==> config.mk <==
export PLATFORM = sky130hd
export DESIGN_NAME = dual_8bit_period_timers
export DESIGN_NICKNAME = d
export VERILOG_FILES = /design/src/design/timer_pair_pkg.sv /design/src/design/dual_8bit_period_timers.sv
export VERILOG_INCLUDE_DIRS = /design/src /design/src/design
export SDC_FILE = /design/constraint.sdc
export NUM_CORES = 1
export LEC_CHECK = 0
export BUFFER_PORTS_ARGS = -buffer_cell sky130_fd_sc_hd__buf_2
export CAP_MARGIN = 20
export CORE_AREA = 2 2 89 91
export CTS_CLUSTER_DIAMETER = 80
export CTS_CLUSTER_SIZE = 40
export DETAILED_ROUTE_END_ITERATION = 7
export DIE_AREA = 0 0 91 93
export PLACE_DENSITY = 0.78
export SLEW_MARGIN = 25
export SYNTH_ARGS = -nofsm -noshare
export SYNTH_HDL_FRONTEND = slang
export SYNTH_SLANG_ARGS = --single-unit
==> constraint.sdc <==
create_clock -name ref_clk -period 2.52 [get_ports ref_clk]
set_input_delay 0.378 -clock ref_clk [delete_from_list [all_inputs] [get_ports ref_clk]]
set_output_delay 0.378 -clock ref_clk [all_outputs]
set_load 0.02 [all_outputs]
==> src/design/timer_pair_defs.svh <==
// Constants for the dual 8-bit period timer block.
// Assumes a 32-bit APB with 18 address bits; index = byte address / 4.
`ifndef TIMER_PAIR_DEFS_SVH
`define TIMER_PAIR_DEFS_SVH

// ----------------------------------------------------------------
// Register indices (byte address is four times the index)
// ----------------------------------------------------------------
`define APB_AW 18
`define IDX_W 16
`define CTRL_IDX 16'hFE3C
`define FIRST_PERIOD_IDX 16'hFE3E
`define SECOND_PERIOD_IDX 16'hFE3F
`define COUNT_IDX 16'hFE40
`define EVT_STATUS_IDX 16'hFE41
`define EVT_MASK_IDX 16'hFE42

// ----------------------------------------------------------------
// Reset values
// ----------------------------------------------------------------
`define CTRL_RST 8'h00
`define PERIOD_RST 8'h00
`define EVT_RST 2'h0

// ----------------------------------------------------------------
// Control field positions
// ----------------------------------------------------------------
`define FIRST_OVF_BIT 1
`define SECOND_OVF_BIT 3

// ----------------------------------------------------------------
// Prescaler terminal counts (interval minus one)
// ----------------------------------------------------------------
`define PRE_LIM_4 6'h03
`define PRE_LIM_16 6'h0F
`define PRE_LIM_64 6'h3F

`endif

==> src/design/timer_pair_pkg.sv <==
// Types for the dual 8-bit period timer block.
// Assumes timer_pair_defs.svh for the numeric constants.
package timer_pair_pkg;

  // Clock select codes
  typedef enum logic [1:0] {
    SEL_STOP,
    SEL_DIV4,
    SEL_DIV16,
    SEL_DIV64
  } clock_sel_e;

  // Control register layout, bit 7 down to bit 0
  typedef struct packed {
    clock_sel_e second_sel;
    clock_sel_e first_sel;
    logic second_overflow_flag;
    logic second_irq_enable;
    logic first_overflow_flag;
    logic first_irq_enable;
  } timer_ctrl_s;

  // APB request as seen by the slave
  typedef struct packed {
    logic [17:0] paddr;
    logic psel;
    logic penable;
    logic pwrite;
    logic [31:0] pwdata;
  } apb_req_s;

endpackage

==> src/design/dual_8bit_period_timers.sv <==
// Dual 8-bit period timers with 6-bit prescalers behind an APB slave.
// Assumes one clock ref_clk and a synchronous active-low reset.
//
// Function
// RQ1 - Two independent 8-bit timers, each with its own 6-bit prescaler.
// RQ2 - Period is (period register + 1) times 4, 16 or 64 cycles.
// RQ3 - Interrupt request while any overflow flag and its enable are set.
// RQ4 - First counter steps per prescaler tick, wraps after period, sets flag.
// RQ5 - Second counter steps per prescaler tick, wraps after period, sets flag.
// RQ6 - First select bits 5:4 zero hold first prescaler and counter at zero.
// RQ7 - Second select bits 7:6 zero hold second prescaler and counter at zero.
// RQ8 - Select 00 stop, 01 four, 10 sixteen, 11 sixty-four cycles.
// RQ9 - Writing first period while running clears its prescaler and counter.
// RQ10 - Writing second period while running clears its prescaler and counter.
// RQ11 - Control holds selects, second flag/enable, first flag/enable.
// RQ12 - Each timer has an 8-bit read/write period register, reset zero.
// RQ13 - Software clears overflow flags; hardware only sets them.
// RQ14 - Writing zero clears a flag; a same-cycle set wins.
`timescale 1ns/100ps
`default_nettype none
`include "timer_pair_defs.svh"

module dual_8bit_period_timers
  import timer_pair_pkg::*;
(
  input wire logic ref_clk,
  input wire logic resetn,
  input wire logic [17:0] paddr,
  input wire logic psel,
  input wire logic penable,
  input wire logic pwrite,
  input wire logic [31:0] pwdata,
  output logic [31:0] prdata,
  output logic pready,
  output logic pslverr,
  output logic timer_irq,
  output logic event_irq
);

  // ----------------------------------------------------------------
  // Functions
  // ----------------------------------------------------------------

  // Prescaler terminal count for a select code
  function automatic logic [5:0] pre_limit(input clock_sel_e sel);
    logic [5:0] lim;
    lim = `PRE_LIM_4;
    case (sel)
      SEL_DIV4: lim = `PRE_LIM_4;
      SEL_DIV16: lim = `PRE_LIM_16;
      SEL_DIV64: lim = `PRE_LIM_64;
      default: lim = `PRE_LIM_4;
    endcase
    return lim;
  endfunction

  // Word index match on an aligned address
  function automatic logic hit(input logic [17:0] addr,
                               input logic [15:0] idx);
    return (addr[17:2] == idx) && (addr[1:0] == 2'h0);
  endfunction

  // ----------------------------------------------------------------
  // Declarations
  // ----------------------------------------------------------------
  apb_req_s req;
  timer_ctrl_s ctrl_r;
  timer_ctrl_s ctrl_nxt;
  logic [7:0] period_r [2];
  logic [5:0] pre_r [2];
  logic [7:0] ctr_r [2];
  logic [1:0] evt_status_r;
  logic [1:0] evt_status_nxt;
  logic [1:0] evt_mask_r;
  logic [31:0] prdata_r;
  clock_sel_e sel [2];
  logic [1:0] run;
  logic [1:0] tick;
  logic [1:0] wrap;
  logic [1:0] per_wr;
  logic mapped;
  logic access;
  logic wr_en;
  logic wr_ctrl;
  logic wr_status;
  logic wr_mask;
  logic [31:0] rd_mux;

  assign req = '{paddr: paddr, psel: psel, penable: penable,
                 pwrite: pwrite, pwdata: pwdata};

  // ----------------------------------------------------------------
  // APB decode
  // ----------------------------------------------------------------
  assign mapped = hit(req.paddr, `CTRL_IDX)
                | hit(req.paddr, `FIRST_PERIOD_IDX)
                | hit(req.paddr, `SECOND_PERIOD_IDX)
                | hit(req.paddr, `COUNT_IDX)
                | hit(req.paddr, `EVT_STATUS_IDX)
                | hit(req.paddr, `EVT_MASK_IDX);

  // Zero wait states
  assign pready = 1'b1;
  assign access = req.psel & req.penable;
  assign pslverr = access & ~mapped;
  assign wr_en = access & req.pwrite & mapped;

  assign wr_ctrl = wr_en & hit(req.paddr, `CTRL_IDX);
  assign wr_status = wr_en & hit(req.paddr, `EVT_STATUS_IDX);
  assign wr_mask = wr_en & hit(req.paddr, `EVT_MASK_IDX);
  assign per_wr[0] = wr_en & hit(req.paddr, `FIRST_PERIOD_IDX);
  assign per_wr[1] = wr_en & hit(req.paddr, `SECOND_PERIOD_IDX);

  // Read multiplexer; unmapped reads return zero
  always_comb begin
    rd_mux = 32'h0000_0000;
    if (hit(req.paddr, `CTRL_IDX)) begin
      rd_mux[7:0] = ctrl_r;
    end else if (hit(req.paddr, `FIRST_PERIOD_IDX)) begin
      rd_mux[7:0] = period_r[0];
    end else if (hit(req.paddr, `SECOND_PERIOD_IDX)) begin
      rd_mux[7:0] = period_r[1];
    end else if (hit(req.paddr, `COUNT_IDX)) begin
      rd_mux[15:0] = {ctr_r[1], ctr_r[0]};
    end else if (hit(req.paddr, `EVT_STATUS_IDX)) begin
      rd_mux[1:0] = evt_status_r;
    end else if (hit(req.paddr, `EVT_MASK_IDX)) begin
      rd_mux[1:0] = evt_mask_r;
    end
  end

  // Read data captured in the setup cycle
  always_ff @(posedge ref_clk) begin
    if (!resetn) begin
      prdata_r <= 32'h0000_0000;
    end else if (req.psel & ~req.penable & ~req.pwrite) begin
      prdata_r <= rd_mux;
    end
  end

  assign prdata = prdata_r;

  // ----------------------------------------------------------------
  // Timer control decode
  // ----------------------------------------------------------------
  assign sel[0] = ctrl_r.first_sel; // RQ11
  assign sel[1] = ctrl_r.second_sel; // RQ11

  always_comb begin
    for (int i = 0; i < 2; i++) begin
      run[i] = (sel[i] != SEL_STOP); // RQ6 RQ7 RQ8
      tick[i] = run[i] && (pre_r[i] == pre_limit(sel[i])); // RQ2 RQ8
      wrap[i] = tick[i] && (ctr_r[i] == period_r[i]) && !per_wr[i]; // RQ4 RQ5
    end
  end

  // ----------------------------------------------------------------
  // Control register
  // ----------------------------------------------------------------
  always_comb begin
    ctrl_nxt = ctrl_r;
    if (wr_ctrl) begin
      ctrl_nxt = timer_ctrl_s'(req.pwdata[7:0]); // RQ11
      // Flags only clear on a written zero
      ctrl_nxt.first_overflow_flag = ctrl_r.first_overflow_flag
        & req.pwdata[`FIRST_OVF_BIT]; // RQ14 RQ13
      ctrl_nxt.second_overflow_flag = ctrl_r.second_overflow_flag
        & req.pwdata[`SECOND_OVF_BIT]; // RQ14 RQ13
    end
    // Hardware set wins over the clear
    ctrl_nxt.first_overflow_flag = ctrl_nxt.first_overflow_flag
      | wrap[0]; // RQ4 RQ14
    ctrl_nxt.second_overflow_flag = ctrl_nxt.second_overflow_flag
      | wrap[1]; // RQ5 RQ14
  end

  always_ff @(posedge ref_clk) begin
    if (!resetn) begin
      ctrl_r <= timer_ctrl_s'(`CTRL_RST);
    end else begin
      ctrl_r <= ctrl_nxt;
    end
  end

  // ----------------------------------------------------------------
  // Period registers
  // ----------------------------------------------------------------
  always_ff @(posedge ref_clk) begin
    if (!resetn) begin
      period_r[0] <= `PERIOD_RST; // RQ12
      period_r[1] <= `PERIOD_RST; // RQ12
    end else begin
      for (int i = 0; i < 2; i++) begin
        if (per_wr[i]) begin
          period_r[i] <= req.pwdata[7:0]; // RQ12
        end
      end
    end
  end

  // ----------------------------------------------------------------
  // Prescalers, one per timer
  // ----------------------------------------------------------------
  always_ff @(posedge ref_clk) begin
    if (!resetn) begin
      pre_r[0] <= 6'h00;
      pre_r[1] <= 6'h00;
    end else begin
      for (int i = 0; i < 2; i++) begin // RQ1
        if (!run[i] || per_wr[i]) begin
          pre_r[i] <= 6'h00; // RQ6 RQ7 RQ9 RQ10
        end else if (tick[i]) begin
          pre_r[i] <= 6'h00; // RQ2
        end else begin
          pre_r[i] <= pre_r[i] + 6'h01; // RQ2
        end
      end
    end
  end

  // ----------------------------------------------------------------
  // Counters, one per timer
  // ----------------------------------------------------------------
  always_ff @(posedge ref_clk) begin
    if (!resetn) begin
      ctr_r[0] <= 8'h00;
      ctr_r[1] <= 8'h00;
    end else begin
      for (int i = 0; i < 2; i++) begin // RQ1
        if (!run[i] || per_wr[i]) begin
          ctr_r[i] <= 8'h00; // RQ6 RQ7 RQ9 RQ10
        end else if (wrap[i]) begin
          ctr_r[i] <= 8'h00; // RQ4 RQ5
        end else if (tick[i]) begin
          ctr_r[i] <= ctr_r[i] + 8'h01; // RQ4 RQ5
        end
      end
    end
  end

  // ----------------------------------------------------------------
  // Event status and mask
  // ----------------------------------------------------------------
  always_comb begin
    evt_status_nxt = evt_status_r;
    if (wr_status) begin
      evt_status_nxt = evt_status_r & ~req.pwdata[1:0];
    end
    // Set wins over write-one-to-clear
    evt_status_nxt = evt_status_nxt | wrap;
  end

  always_ff @(posedge ref_clk) begin
    if (!resetn) begin
      evt_status_r <= `EVT_RST;
    end else begin
      evt_status_r <= evt_status_nxt;
    end
  end

  always_ff @(posedge ref_clk) begin
    if (!resetn) begin
      evt_mask_r <= `EVT_RST;
    end else if (wr_mask) begin
      evt_mask_r <= req.pwdata[1:0];
    end
  end

  // ----------------------------------------------------------------
  // Interrupt outputs
  // ----------------------------------------------------------------
  assign timer_irq = (ctrl_r.first_overflow_flag & ctrl_r.first_irq_enable)
    | (ctrl_r.second_overflow_flag & ctrl_r.second_irq_enable); // RQ3

  assign event_irq = |(evt_status_r & evt_mask_r);

endmodule // dual_8bit_period_timers

`default_nettype wire

==> metrics.csv, run 1 <==
stage;metric;value;unit
status;outcome;finished, final reports clean;
worst_setup_path;arrival;1.73;ns
floorplanning;io_pins;91;
floorplanning;core;0.007527;mm^2
worst_setup_path;r2r_slack;0.54;ns
clocking;tritoncts;built;
power;power_frac_clock;0.409;
worst_hold_path;min-delay-start;pwdata[2];
worst_setup_path;crit_type;in -> out;
floorplanning;die_x;91;um
timing;finalSetupViolations;0;
layout;diodes;0;
layout;num-fill-cells;655;
synthesis;synthCells;393;
global_route;grt_start_max_net_pins;28;
global_route;grt_pass1_vias;3268;
clocking;clockBufferDepth;2;
floorplanning;die_area;0.008463;mm^2
clocking;cts_setup_buffers;0;
power;ir_drop;0.0004323;V
synthesis;yosysTopAreaCell;edfxtp_1;
placement;io_buffers;49;
global_route;antenna_found_initial;0;
layout;drive_gt1_frac;0.2121;
detailed_routing;via_count;3506;
layout;syn_to_final_growth;14.47;%
global_route;grt_busiest_layer;met2;
placement;place_area;0.004414;mm^2
power;p_sw;0.5982;mW
worst_setup_path;max_stage_delay;0.49;ns
power;swShare;0.2447;
detailed_routing;drt_iter0_drc;286;
power;p_per_area;527.6;mW/mm^2
placement;gp_congestion;0.8624;
global_route;grt_util_all_layers;0.2379;
global_route;grt_pass1_wl;16010;um
layout;final_cell_mix;buf_2 (49), edfxtp_1 (44), conb_1 (29);
timing;worst_slack;0.4108;ns
power;p_seq_frac;0.524;
worst_hold_path;hold_class;in -> reg;
floorplanning;fp-row-count;32;
clocking;cts_resized;0;
clocking;cts_buffers;9;
layout;finalInstanceArea;0.004633;mm^2
worst_setup_path;cp-startpoint;paddr[5];
worst_setup_path;path_cells;buf_2 > nor4_1 > nand2_1 > o211ai_1 > a41oi_1 > buf_2;
synthesis;synth_flop_cell;edfxtp_1;
synthesis;synth-seq-cells;72;
synthesis;synth.area.top_cells;edfxtp_1 (33%), dfxtp_1 (14%), a32oi_1 (5.2%);
timing;finClkSkew;0.008326;ns
layout;nets;516;
synthesis;ys_async_sr_fraction;0;
clocking;cts_hold_buffers;0;
worst_setup_path;r2r_end;ctr_r[1][7]$_SDFFCE_PN0P_;
power;p_int;1.846;mW
layout;multiInputGateArea;0.002013;mm^2
clocking;root_buffer;clkbuf_8;
timing;finalCriticalPeriod;2.109;ns
timing;maxSlewViolCount;0;
detailed_routing;wl;10030;um
synthesis;synth-edff-count;44;
floorplanning;die_h;93;um
power;power;2.445;mW
synthesis;netlist_area;0.004048;mm^2
synthesis;synth.distinct_cells;58;
layout;final_common_cell;buf_2;
worst_setup_path;crit_path_max_fanout;4;
job;drv_cap;0;
worst_setup_path;crit_end;pslverr;
worst_setup_path;startpoint_type;input pin;
timing;max_freq;474.1;MHz
synthesis;synth-seq-area-share;0.4649;
worst_setup_path;critPathRequiredTime;2.14;ns
global_route;use_met2;0.3821;
clocking;clkSlewWorstSetupHoldPaths;0.08;ns
placement;dp_slack;0.4913;ns
power;leakagePower;1.777;nW
placement;dp_hpwl;7168;um
detailed_routing;first_pass_iters;5;
global_route;grtUsageMet3;0.06688;
worst_setup_path;cp_common_cell;buf_2;
synthesis;postSynthAreaPerCell;10.30;um^2
timing;rsz0062_at_grt;no;
worst_setup_path;r2r_cells;4;
floorplanning;initial_core_util;0.5377;
detailed_routing;ant_nets;0;
synthesis;synth_top_area_frac;0.3264;
timing;finalCritPeriodShare;0.8370;
timing;max_slew.worst_pin.slew;0.5545;ns
clocking;insertion_delay;0.36;ns
layout;regArea;0.001882;mm^2
timing;hold_viol_final;0;
synthesis;yosys_warnings;0;
timing;maxSlewHeadroom;0.6290;
detailed_routing;drc;0;
timing;setup_tns;0;ns
clocking;cts.htree.levels;3;
clocking;clock_sinks;72;
detailed_routing;avgRoutedWirePerCell;17.79;um
worst_setup_path;critPathCaptureType;output pin;
worst_setup_path;slowest_stage;nor4_1;
power;power.share.combinational;0.068;
detailed_routing;via_per_inst;6.216;
worst_setup_path;r2r_start;pre_r[1][4]$_SDFFCE_PN0P_;
global_route;gr-usage-met1;0.3160;
global_route;grt-ovfl-total;0;
[how the worst min path moves through the flow]
stage	depth (start not counted)	endpoint	slack, ns
finish	3	ctrl_r[2]$_SDFFE_PN0P_	0.28
global route	3	ctrl_r[2]$_SDFFE_PN0P_	0.30
CTS	3	ctrl_r[2]$_SDFFE_PN0P_	0.29
detailed placement	2	prdata[15]$_SDFFE_PN0P_	0.48
global placement	2	prdata[13]$_SDFFE_PN0P_	0.46
floorplan	2	evt_mask_r[0]$_SDFFE_PN0P_	0.45
[cell type report]
cell class,instances,area share
sequential,72,0.4062
multi-input combinational,304,0.4345
timing repair buffer,67,0.08210
tap,102,0.02755
clock buffer,10,0.03214
inverter,3,0.002430
clock inverter,6,0.01512
[per-stage QoR]
step	utilization	cells	hold WS, ns
finish	0.6155	564	0.2843
floorplan	-	420	0.4510
global placement	0.5864	548	0.4634
global route	0.6155	564	0.3040
CTS	0.6155	564	0.2851
detailed placement	0.5864	548	0.4825
[layer usage]
layer  share of wire  routed length, um  vias to the layer above
met1            0.42               4247                     1648
met5               0                  0                        -
met2            0.47               4702                      217
met3           0.089                897                       26
met4           0.019                187                        0
li1                -                  -                     1615
[Yosys cell counts, types with 3 or more instances]
master and n:
nand4_1 13, a32oi_1 24, a21o_1 7, a31o_2 7
buf_4 19, o22ai_1 7, buf_2 8, nor3_1 5
a21oi_1 11, nor2_1 20, edfxtp_1 44, nand3b_1 4
clkbuf_1 10, xor2_1 19, and3_1 7, nand3_1 17
nor4_1 20, o21ai_0 11, nand2_1 21, and4_1 5
ha_1 4, dfxtp_1 28, and2_1 14, mux2i_1 3
buf_1 3, o31ai_1 3, inv_1 3, nor3b_1 5
xnor2_1 13
[power groups by stage]
stage	Sequential (mW)	Combinational (mW)	Clock (mW)
after floorplan	1.30	0.120	0
after global placement	1.31	0.156	0
after detailed placement	1.31	0.160	0
after CTS	1.28	0.161	1.01
after global routing	1.28	0.178	1.06
final	1.28	0.165	0.999
[sequential cells by signal, indices dropped and copies added (netlist names)]
name and count:
evt_status_r 2, pre_r 12, evt_mask_r 2, ctr_r 16, prdata 16, ctrl_r 8, period_r 16
[cell families after synthesis]
kind of cell	share of synthesized area
flip-flops	0.4649
XOR/XNOR	0.06924
other	0.001855
AO/OA/AOI/OAI	0.1697
multiplexers	0.007419
adder cells (fa/ha/maj)	0.01237
buffers and inverters	0.06275
AND/OR/NAND/NOR	0.2117
[critical path: cells and delay by family]
| kind | cells | cell delay (ns) |
|---|---|---|
| AND/OR/NAND/NOR | 2 | 0.69 |
| AO/OA/AOI/OAI | 2 | 0.36 |
| buffers and inverters | 2 | 0.29 |
(Power assumes the default switching activity.)
==> run 2, diff against run 1 <==
- clock period: 2.52 -> 2.02 ns (I/O delays scaled with it)
==> run 2 against run 1 <==
Against the previous run: sequential share of layout area decreased by 0.58 points; combinational power rose by 25%; register-to-register slack worse by 0.44 ns; core utilization up 0.90 points; total power rose by 23%; non-clock buffer count grew 8; sequential power up 25%; critical path type is now reg -> reg; wire length fell by 0.74%.
==> metrics.csv, run 2 (synthesis results as in run 1) <==
stage;metric;value;unit;change
global_route;grt_util_all_layers;0.2410;;was 0.2379
power;leakagePower;1.816;nW;was 1.777 nW
detailed_routing;first_pass_iters;5;;unchanged
power;power_frac_clock;0.398;;was 0.409
detailed_routing;via_per_inst;6.115;;was 6.216
global_route;grt-ovfl-total;0;;unchanged
detailed_routing;drt_iter0_drc;326;;was 286
worst_setup_path;max_stage_delay;0.46;ns;was 0.49 ns
power;p_sw;0.7051;mW;was 0.5982 mW
clocking;clock_sinks;72;;unchanged
placement;gp_congestion;0.8692;;was 0.8624
floorplanning;die_area;0.008463;mm^2;unchanged
worst_setup_path;path_cells;or3_1 > a211o_1 > and2_2 > nor4_1;;was buf_2 > nor4_1 > nand2_1 > o211ai_1 > a41oi_1 > buf_2
layout;num-fill-cells;626;;was 655
worst_hold_path;hold_depth;3;;unchanged
timing;rsz0062_at_grt;yes;;was no
layout;final_cell_mix;buf_2 (49), edfxtp_1 (44), conb_1 (29);;unchanged
floorplanning;io_pins;91;;unchanged
worst_setup_path;critPathCaptureType;flop;;was output pin
layout;nets;524;;was 516
clocking;tritoncts;built;;unchanged
timing;hold_viol_final;0;;unchanged
worst_setup_path;startpoint_type;flop;;was input pin
layout;drive_gt1_frac;0.2277;;was 0.2121
detailed_routing;drc;0;;unchanged
worst_setup_path;r2r_start;pre_r[1][4]$_SDFFCE_PN0P_;;unchanged
global_route;grt_pass1_wl;16180;um;was 16010 um
clocking;clkSlewWorstSetupHoldPaths;0.08;ns;about the same
worst_hold_path;hold_class;in -> reg;;unchanged
timing;finalSetupViolations;0;;unchanged
clocking;cts_hold_buffers;0;;unchanged
worst_setup_path;cp_top_family;simple AND/OR/NAND/NOR gates;;unchanged
worst_setup_path;r2r_cells;4;;unchanged
worst_setup_path;crit_type;reg -> reg;;was in -> out
placement;io_buffers;49;;unchanged
power;ir_drop;0.0003886;V;was 0.0004323 V
worst_setup_path;r2r_slack;0.1;ns;was 0.54 ns
worst_setup_path;r2r_end;ctr_r[1][4]$_SDFFCE_PN0P_;;was ctr_r[1][7]$_SDFFCE_PN0P_
worst_setup_path;arrival;2.08;ns;was 1.73 ns
floorplanning;core;0.007527;mm^2;unchanged
global_route;grt_start_max_net_pins;28;;unchanged
power;power;2.996;mW;was 2.445 mW
clocking;root_buffer;clkbuf_8;;unchanged
placement;dp_hpwl;7195;um;was 7168 um
clocking;cts_buffers;9;;unchanged
floorplanning;die_h;93;um;unchanged
job;drv_cap;0;;unchanged
layout;final_cells;572;;was 564
status;outcome;finished, final reports clean;;unchanged
power;p_seq_frac;0.533;;was 0.524
layout;diodes;0;;unchanged
timing;finalCriticalPeriod;1.921;ns;
detailed_routing;via_count;3498;;was 3506
clocking;cts.htree.levels;3;;unchanged
power;power.share.combinational;0.069;;was 0.068
clocking;clockBufferDepth;2;;unchanged
layout;final_common_cell;buf_2;;unchanged
floorplanning;fp-row-count;32;;unchanged
worst_setup_path;critPathRequiredTime;2.18;ns;was 2.14 ns
detailed_routing;ant_nets;0;;unchanged
global_route;grt_pass1_vias;3344;;was 3268
global_route;antenna_found_initial;0;;unchanged
worst_setup_path;crit_buf_inv;0;;was 2
timing;max_slew.worst_pin.slew;0.5935;ns;was 0.5545 ns
floorplanning;die_x;91;um;unchanged
power;p_int;2.291;mW;was 1.846 mW
layout;syn_to_final_growth;16.14;%;was 14.47%
timing;max_freq;520.5;MHz;
power;p_per_area;637.4;mW/mm^2;was 527.6 mW/mm^2
placement;dp_cells;556;;was 548
timing;maxSlewViolCount;0;;unchanged
power;swShare;0.2353;;was 0.2447
clocking;cts_setup_buffers;0;;unchanged
clocking;insertion_delay;0.35;ns;was 0.36 ns
timing;finClkSkew;0.01418;ns;was 0.008326 ns
worst_setup_path;crit_path_max_fanout;10;;was 4
timing;maxSlewHeadroom;0.6039;;was 0.6290
detailed_routing;avgRoutedWirePerCell;17.41;um;was 17.79 um
timing;finalCritPeriodShare;0.9511;;
worst_setup_path;slowest_stage;edfxtp_1;;was nor4_1
floorplanning;initial_core_util;0.5377;;unchanged
worst_hold_path;whs_endpoint;ctrl_r[4]$_SDFFE_PN0P_;;was ctrl_r[2]$_SDFFE_PN0P_
worst_hold_path;min-delay-start;pwdata[4];;was pwdata[2]
detailed_routing;wl;9960;um;was 10030 um
## run 2: cell count changes in the layout (fill, tap and decap cells not counted)
cell,change
clkinvlp_4,+2
clkinv_2,+1
and2_1,-1
inv_6,-2
and2_2,+1
o21ai_0,-1
o21ai_1,+1
clkinv_4,-1
buf_12,+1
buf_4,+7
## run 2: stage by stage
stage	area (um^2)	hold slack, ns	utilization	TNS [ns]	setup slack (ns)
floorplan	4149	0.4510	-	0	0.02228
CTS	4700	0.2143	0.6243	0	0.09607
detailed placement	4487	0.4769	0.5961	0	0.1136
global placement	4487	0.4650	0.5961	0	0.1730
global route	4701	0.2351	0.6245	-0.03338	-0.01842
finish	4701	0.2333	0.6245	0	0.09883
## run 2: worst max-delay path by stage
stage                              startpoint                        end  slack (ns)  cells past startpoint
detailed placement  pre_r[1][4]$_SDFFCE_PN0P_  ctr_r[1][3]$_SDFFCE_PN0P_        0.11                      4
global route        pre_r[1][4]$_SDFFCE_PN0P_  ctr_r[1][7]$_SDFFCE_PN0P_       -0.02                      4
finish              pre_r[1][4]$_SDFFCE_PN0P_  ctr_r[1][4]$_SDFFCE_PN0P_         0.1                      4
global placement    pre_r[1][4]$_SDFFCE_PN0P_  ctr_r[1][2]$_SDFFCE_PN0P_        0.17                      4
CTS                 pre_r[1][4]$_SDFFCE_PN0P_  ctr_r[1][3]$_SDFFCE_PN0P_         0.1                      4
floorplan                           paddr[10]  period_r[0][10]$_DFFE_PP_        0.02                      4
## run 2: worst reg2reg max path: cells and delay by family, from the launching register on
kind | cells | cell delay [ns]
AO/OA/AOI/OAI | 1 | 0.33
flip-flops | 1 | 0.46
AND/OR/NAND/NOR | 3 | 0.94
## run 2: metal layers
metal / wire, um / global-route usage
met5: 0 / 0
met4: 155 / 0.07449
met3: 929 / 0.05238
met2: 4623 / 0.3802
met1: 4252 / 0.3347
## run 2: power by group through the flow
stage	Sequential (mW)	Clock, mW	Combinational [mW]
after detailed placement	1.63	0	0.200
final	1.60	1.19	0.206
after CTS	1.60	1.20	0.201
after floorplan	1.62	0	0.149
after global routing	1.60	1.28	0.224
after global placement	1.63	0	0.196
## run 2: final cells by class
type / instances / area (um^2) / share of cell area
Tap cell: 102 / 127.6 / 0.02715
Clock inverter: 6 / 63.81 / 0.01357
Inverter: 3 / 11.26 / 0.002396
Sequential cell: 72 / 1882 / 0.4003
Timing Repair Buffer: 75 / 452.9 / 0.09635
Clock buffer: 10 / 148.9 / 0.03167
Multi-Input combinational cell: 304 / 2014 / 0.4285
## run 2: timing repair
action                                 4_1_cts  5_1_grt
gates resized for setup                      0        1
endpoints found under the hold margin        0        0
setup endpoints to repair                    0        7
==> run 3, diff against run 2 <==
- ABC_AREA: not set -> 1
- CORE_AREA: 2 2 89 91 -> 2 2 91 93
- DIE_AREA: 0 0 91 93 -> 0 0 93 95
- PLACE_DENSITY: 0.78 -> 0.77
- SLEW_MARGIN: 25 -> 20
==> run 3 against run 2 <==
Against the previous run: worst setup slack gained 0.18 ns; core utilization is 1.2 points lower; via count is 3.3% lower; highest routed layer unchanged; wire length decreased by 7.6%; largest cell class unchanged; cell count increased by 15%.
==> metrics.csv, run 3 <==
stage;metric;value;unit;change
synthesis;ys_async_sr_fraction;0;;unchanged
synthesis;synth.distinct_cells;42;;was 58
floorplanning;die_x;93;um;was 91 um
global_route;antenna_found_initial;0;;unchanged
worst_hold_path;hold_class;in -> reg;;unchanged
timing;maxSlewHeadroom;0.6552;;was 0.6039
power;p_seq_frac;0.528;;was 0.533
synthesis;synth-seq-cells;72;;unchanged
status;outcome;finished, final reports clean;;unchanged
layout;drive_gt1_frac;0.2577;;was 0.2277
timing;worst_slack;0.2767;ns;was 0.09883 ns
synthesis;netlist_area;0.004232;mm^2;was 0.004048 mm^2
floorplanning;io_pins;91;;unchanged
power;ir_drop;0.0006163;V;was 0.0003886 V
global_route;grt_pass1_vias;3309;;was 3344
worst_setup_path;crit_path_max_fanout;7;;was 10
synthesis;synthCells;479;;was 393
timing;setup_tns;0;ns;unchanged
synthesis;synth_flop_cell;edfxtp_1;;unchanged
worst_setup_path;critPathCaptureType;output pin;;was flop
synthesis;postSynthAreaPerCell;8.834;um^2;was 10.30 um^2
placement;io_buffers;49;;unchanged
worst_hold_path;hold_depth;3;;unchanged
worst_hold_path;whs_endpoint;ctrl_r[4]$_SDFFE_PN0P_;;unchanged
timing;finClkSkew;0.01100;ns;was 0.01418 ns
timing;finalCritPeriodShare;0.8630;;was 0.9511
layout;syn_to_final_growth;14.78;%;was 16.14%
clocking;cts_buffers;9;;unchanged
timing;finalCriticalPeriod;1.743;ns;was 1.921 ns
timing;maxSlewViolCount;0;;unchanged
worst_setup_path;cp_top_family;simple AND/OR/NAND/NOR gates;;unchanged
worst_setup_path;r2r_end;ctr_r[1][7]$_SDFFCE_PN0P_;;was ctr_r[1][4]$_SDFFCE_PN0P_
power;power.share.combinational;0.069;;about the same
layout;regArea;0.001882;mm^2;unchanged
synthesis;yosysTopAreaCell;edfxtp_1;;unchanged
detailed_routing;drc;0;;unchanged
power;power;3.020;mW;was 2.996 mW
global_route;grt_util_all_layers;0.2236;;was 0.2410
clocking;clock_sinks;72;;unchanged
timing;hold_viol_final;0;;unchanged
detailed_routing;avgRoutedWirePerCell;13.95;um;was 17.41 um
global_route;grt_pass1_wl;15240;um;was 16180 um
worst_setup_path;startpoint_type;input pin;;was flop
global_route;grt_start_max_net_pins;29;;was 28
synthesis;synth-edff-count;44;;unchanged
layout;final_common_cell;nand2_1;;was buf_2
timing;max_slew.worst_pin.slew;0.5164;ns;was 0.5935 ns
detailed_routing;via_per_inst;5.123;;was 6.115
timing;fin_hold_ws;0.2468;ns;was 0.2333 ns
clocking;clockBufferDepth;2;;unchanged
global_route;grt-ovfl-total;0;;unchanged
power;power_frac_clock;0.403;;was 0.398
floorplanning;die_area;0.008835;mm^2;was 0.008463 mm^2
worst_setup_path;arrival;1.44;ns;was 2.08 ns
worst_setup_path;r2r_cells;6;;was 4
clocking;cts_setup_buffers;0;;unchanged
synthesis;synth-seq-area-share;0.4447;;was 0.4649
clocking;insertion_delay;0.35;ns;about the same
worst_setup_path;crit_buf_inv;2;;was 0
worst_setup_path;max_stage_delay;0.19;ns;was 0.46 ns
worst_setup_path;slowest_stage;nor2_8;;was edfxtp_1
clocking;tritoncts;built;;unchanged
job;drv_cap;0;;unchanged
detailed_routing;first_pass_iters;4;;was 5
worst_setup_path;crit_type;in -> out;;was reg -> reg
layout;nets;609;;was 524
power;leakagePower;2.006;nW;was 1.816 nW
timing;finalSetupViolations;0;;unchanged
synthesis;yosys_warnings;0;;unchanged
synthesis;synth_commonest_cells;nand2_1 (80), nor2_1 (45), edfxtp_1 (44);;was edfxtp_1 (44), dfxtp_1 (28), a32oi_1 (24)
detailed_routing;wl;9204;um;was 9960 um
power;p_int;2.318;mW;was 2.291 mW
worst_setup_path;r2r_start;ctr_r[1][1]$_SDFFCE_PN0P_;;was pre_r[1][4]$_SDFFCE_PN0P_
floorplanning;core;0.007928;mm^2;was 0.007527 mm^2
placement;dp_cells;644;;was 556
layout;final_cell_mix;nand2_1 (80), buf_2 (49), nor2_1 (44), edfxtp_1 (44), inv_1 (42);;was buf_2 (49), edfxtp_1 (44), conb_1 (29)
power;p_sw;0.7021;mW;was 0.7051 mW
placement;gp_congestion;0.8914;;was 0.8692
worst_hold_path;min-delay-start;pwdata[4];;unchanged
detailed_routing;ant_nets;0;;unchanged
timing;rsz0062_at_grt;no;;was yes
worst_setup_path;r2r_slack;0.29;ns;was 0.1 ns
synthesis;synth.area.top_cells;edfxtp_1 (31%), dfxtp_1 (13%), nand2_1 (7.1%);;was edfxtp_1 (33%), dfxtp_1 (14%), a32oi_1 (5.2%)
placement;dp_hpwl;6842;um;was 7195 um
synthesis;synth_top_area_frac;0.3122;;was 0.3264
power;p_per_area;621.8;mW/mm^2;was 637.4 mW/mm^2
clocking;root_buffer;clkbuf_8;;unchanged
floorplanning;fp-row-count;33;;was 32
worst_setup_path;cp_common_cell;buf_2;;
floorplanning;die_h;95;um;was 93 um
timing;max_freq;573.6;MHz;was 520.5 MHz
clocking;cts_hold_buffers;0;;unchanged
power;swShare;0.2325;;was 0.2353
layout;final_cells;660;;was 572
detailed_routing;via_count;3381;;was 3498
synthesis;synth.most_common_cell;nand2_1;;was edfxtp_1
layout;num-fill-cells;715;;was 626
clocking;cts.htree.levels;3;;unchanged
floorplanning;initial_core_util;0.5338;;was 0.5377
placement;dp_slack;0.04625;ns;was 0.1136 ns
layout;multiInputGateArea;0.002097;mm^2;was 0.002014 mm^2
worst_setup_path;path_cells;buf_2 > nor2_2 > nand4_2 > nor2_8 > nand3_2 > nand3_4 > nor2_1 > buf_2;;was or3_1 > a211o_1 > and2_2 > nor4_1
layout;diodes;0;;unchanged
worst_setup_path;critPathRequiredTime;1.72;ns;was 2.18 ns
clocking;cts_resized;0;;unchanged
detailed_routing;drt_iter0_drc;167;;was 326
clocking;clkSlewWorstSetupHoldPaths;0.07;ns;was 0.08 ns
-- run 3: cell types whose count changed after synthesis, sizes merged, moves of 8 or more --
cell / before / now
nand4: 13 / 21
nand2: 21 / 82
a32oi: 24 / 0
buf: 31 / 23
inv: 3 / 46
and2: 14 / 0
nor4: 21 / 1
nor2: 20 / 85
a21oi: 11 / 28
nand3: 17 / 47
-- run 3: power by group through the flow --
stage / combinational (mW) / sequential (mW) / clock (mW)
floorplan: 0.160 / 1.62 / 0
global placement: 0.201 / 1.63 / 0
detailed placement: 0.205 / 1.63 / 0
CTS: 0.206 / 1.60 / 1.24
global route: 0.230 / 1.60 / 1.30
finish: 0.208 / 1.60 / 1.22
-- run 3: final cells by class --
| type | instances | area share |
|---|---|---|
| well taps | 105 | 0.02705 |
| flip-flops and latches | 72 | 0.3874 |
| clock inverters | 4 | 0.009789 |
| repair buffers | 61 | 0.07419 |
| multi-input cells | 360 | 0.4317 |
| inverters | 46 | 0.03555 |
| clock buffers | 12 | 0.03426 |
-- run 3: worst max-delay path by stage --
stage                                       from  cells after the start                   endpoint  slack (ns)
final                                   paddr[9]                      8                    pslverr        0.28
after CTS                               paddr[9]                      8                    pslverr        0.27
after detailed placement                paddr[9]                      9   period_r[0][5]$_DFFE_PP_        0.05
after global routing      ctrl_r[5]$_SDFFE_PN0P_                      9  pre_r[0][3]$_SDFFCE_PN0P_        0.15
after global placement                  paddr[9]                      9   period_r[0][4]$_DFFE_PP_        0.08
after floorplan                        paddr[10]                      9   period_r[0][0]$_DFFE_PP_        0.30
-- run 3: worst register-to-register path: stages (launching register included) --
cell and delay (ns):
edfxtp_1 0.46, or2_2 0.30, a21oi_1 0.17, nand4_1 0.12, nor2b_1 0.17, nand4_4 0.19
nor2_2 0.05
-- run 3: cells by family after synthesis --
kind of cell	synth area share
simple gates	0.3270
buf+inv	0.08427
flops	0.4447
compound gates	0.06002
xor+xnor	0.07037
fa+ha+maj	0.01183
other cells	0.001775
-- run 3: routing by layer --
metal	GRT usage	routed length, um	vias to the layer above
li1	-	-	1695
met4	0.07598	145	0
met1	0.2655	3914	1571
met2	0.4016	4573	100
met3	0.04868	570	15
met5	0	0	-
-- run 3: stage by stage --
step / util / instance area, um^2
floorplan: - / 4333
global placement: 0.5857 / 4643
detailed placement: 0.5857 / 4643
CTS: 0.6127 / 4857
global route: 0.6127 / 4857
finish: 0.6127 / 4857
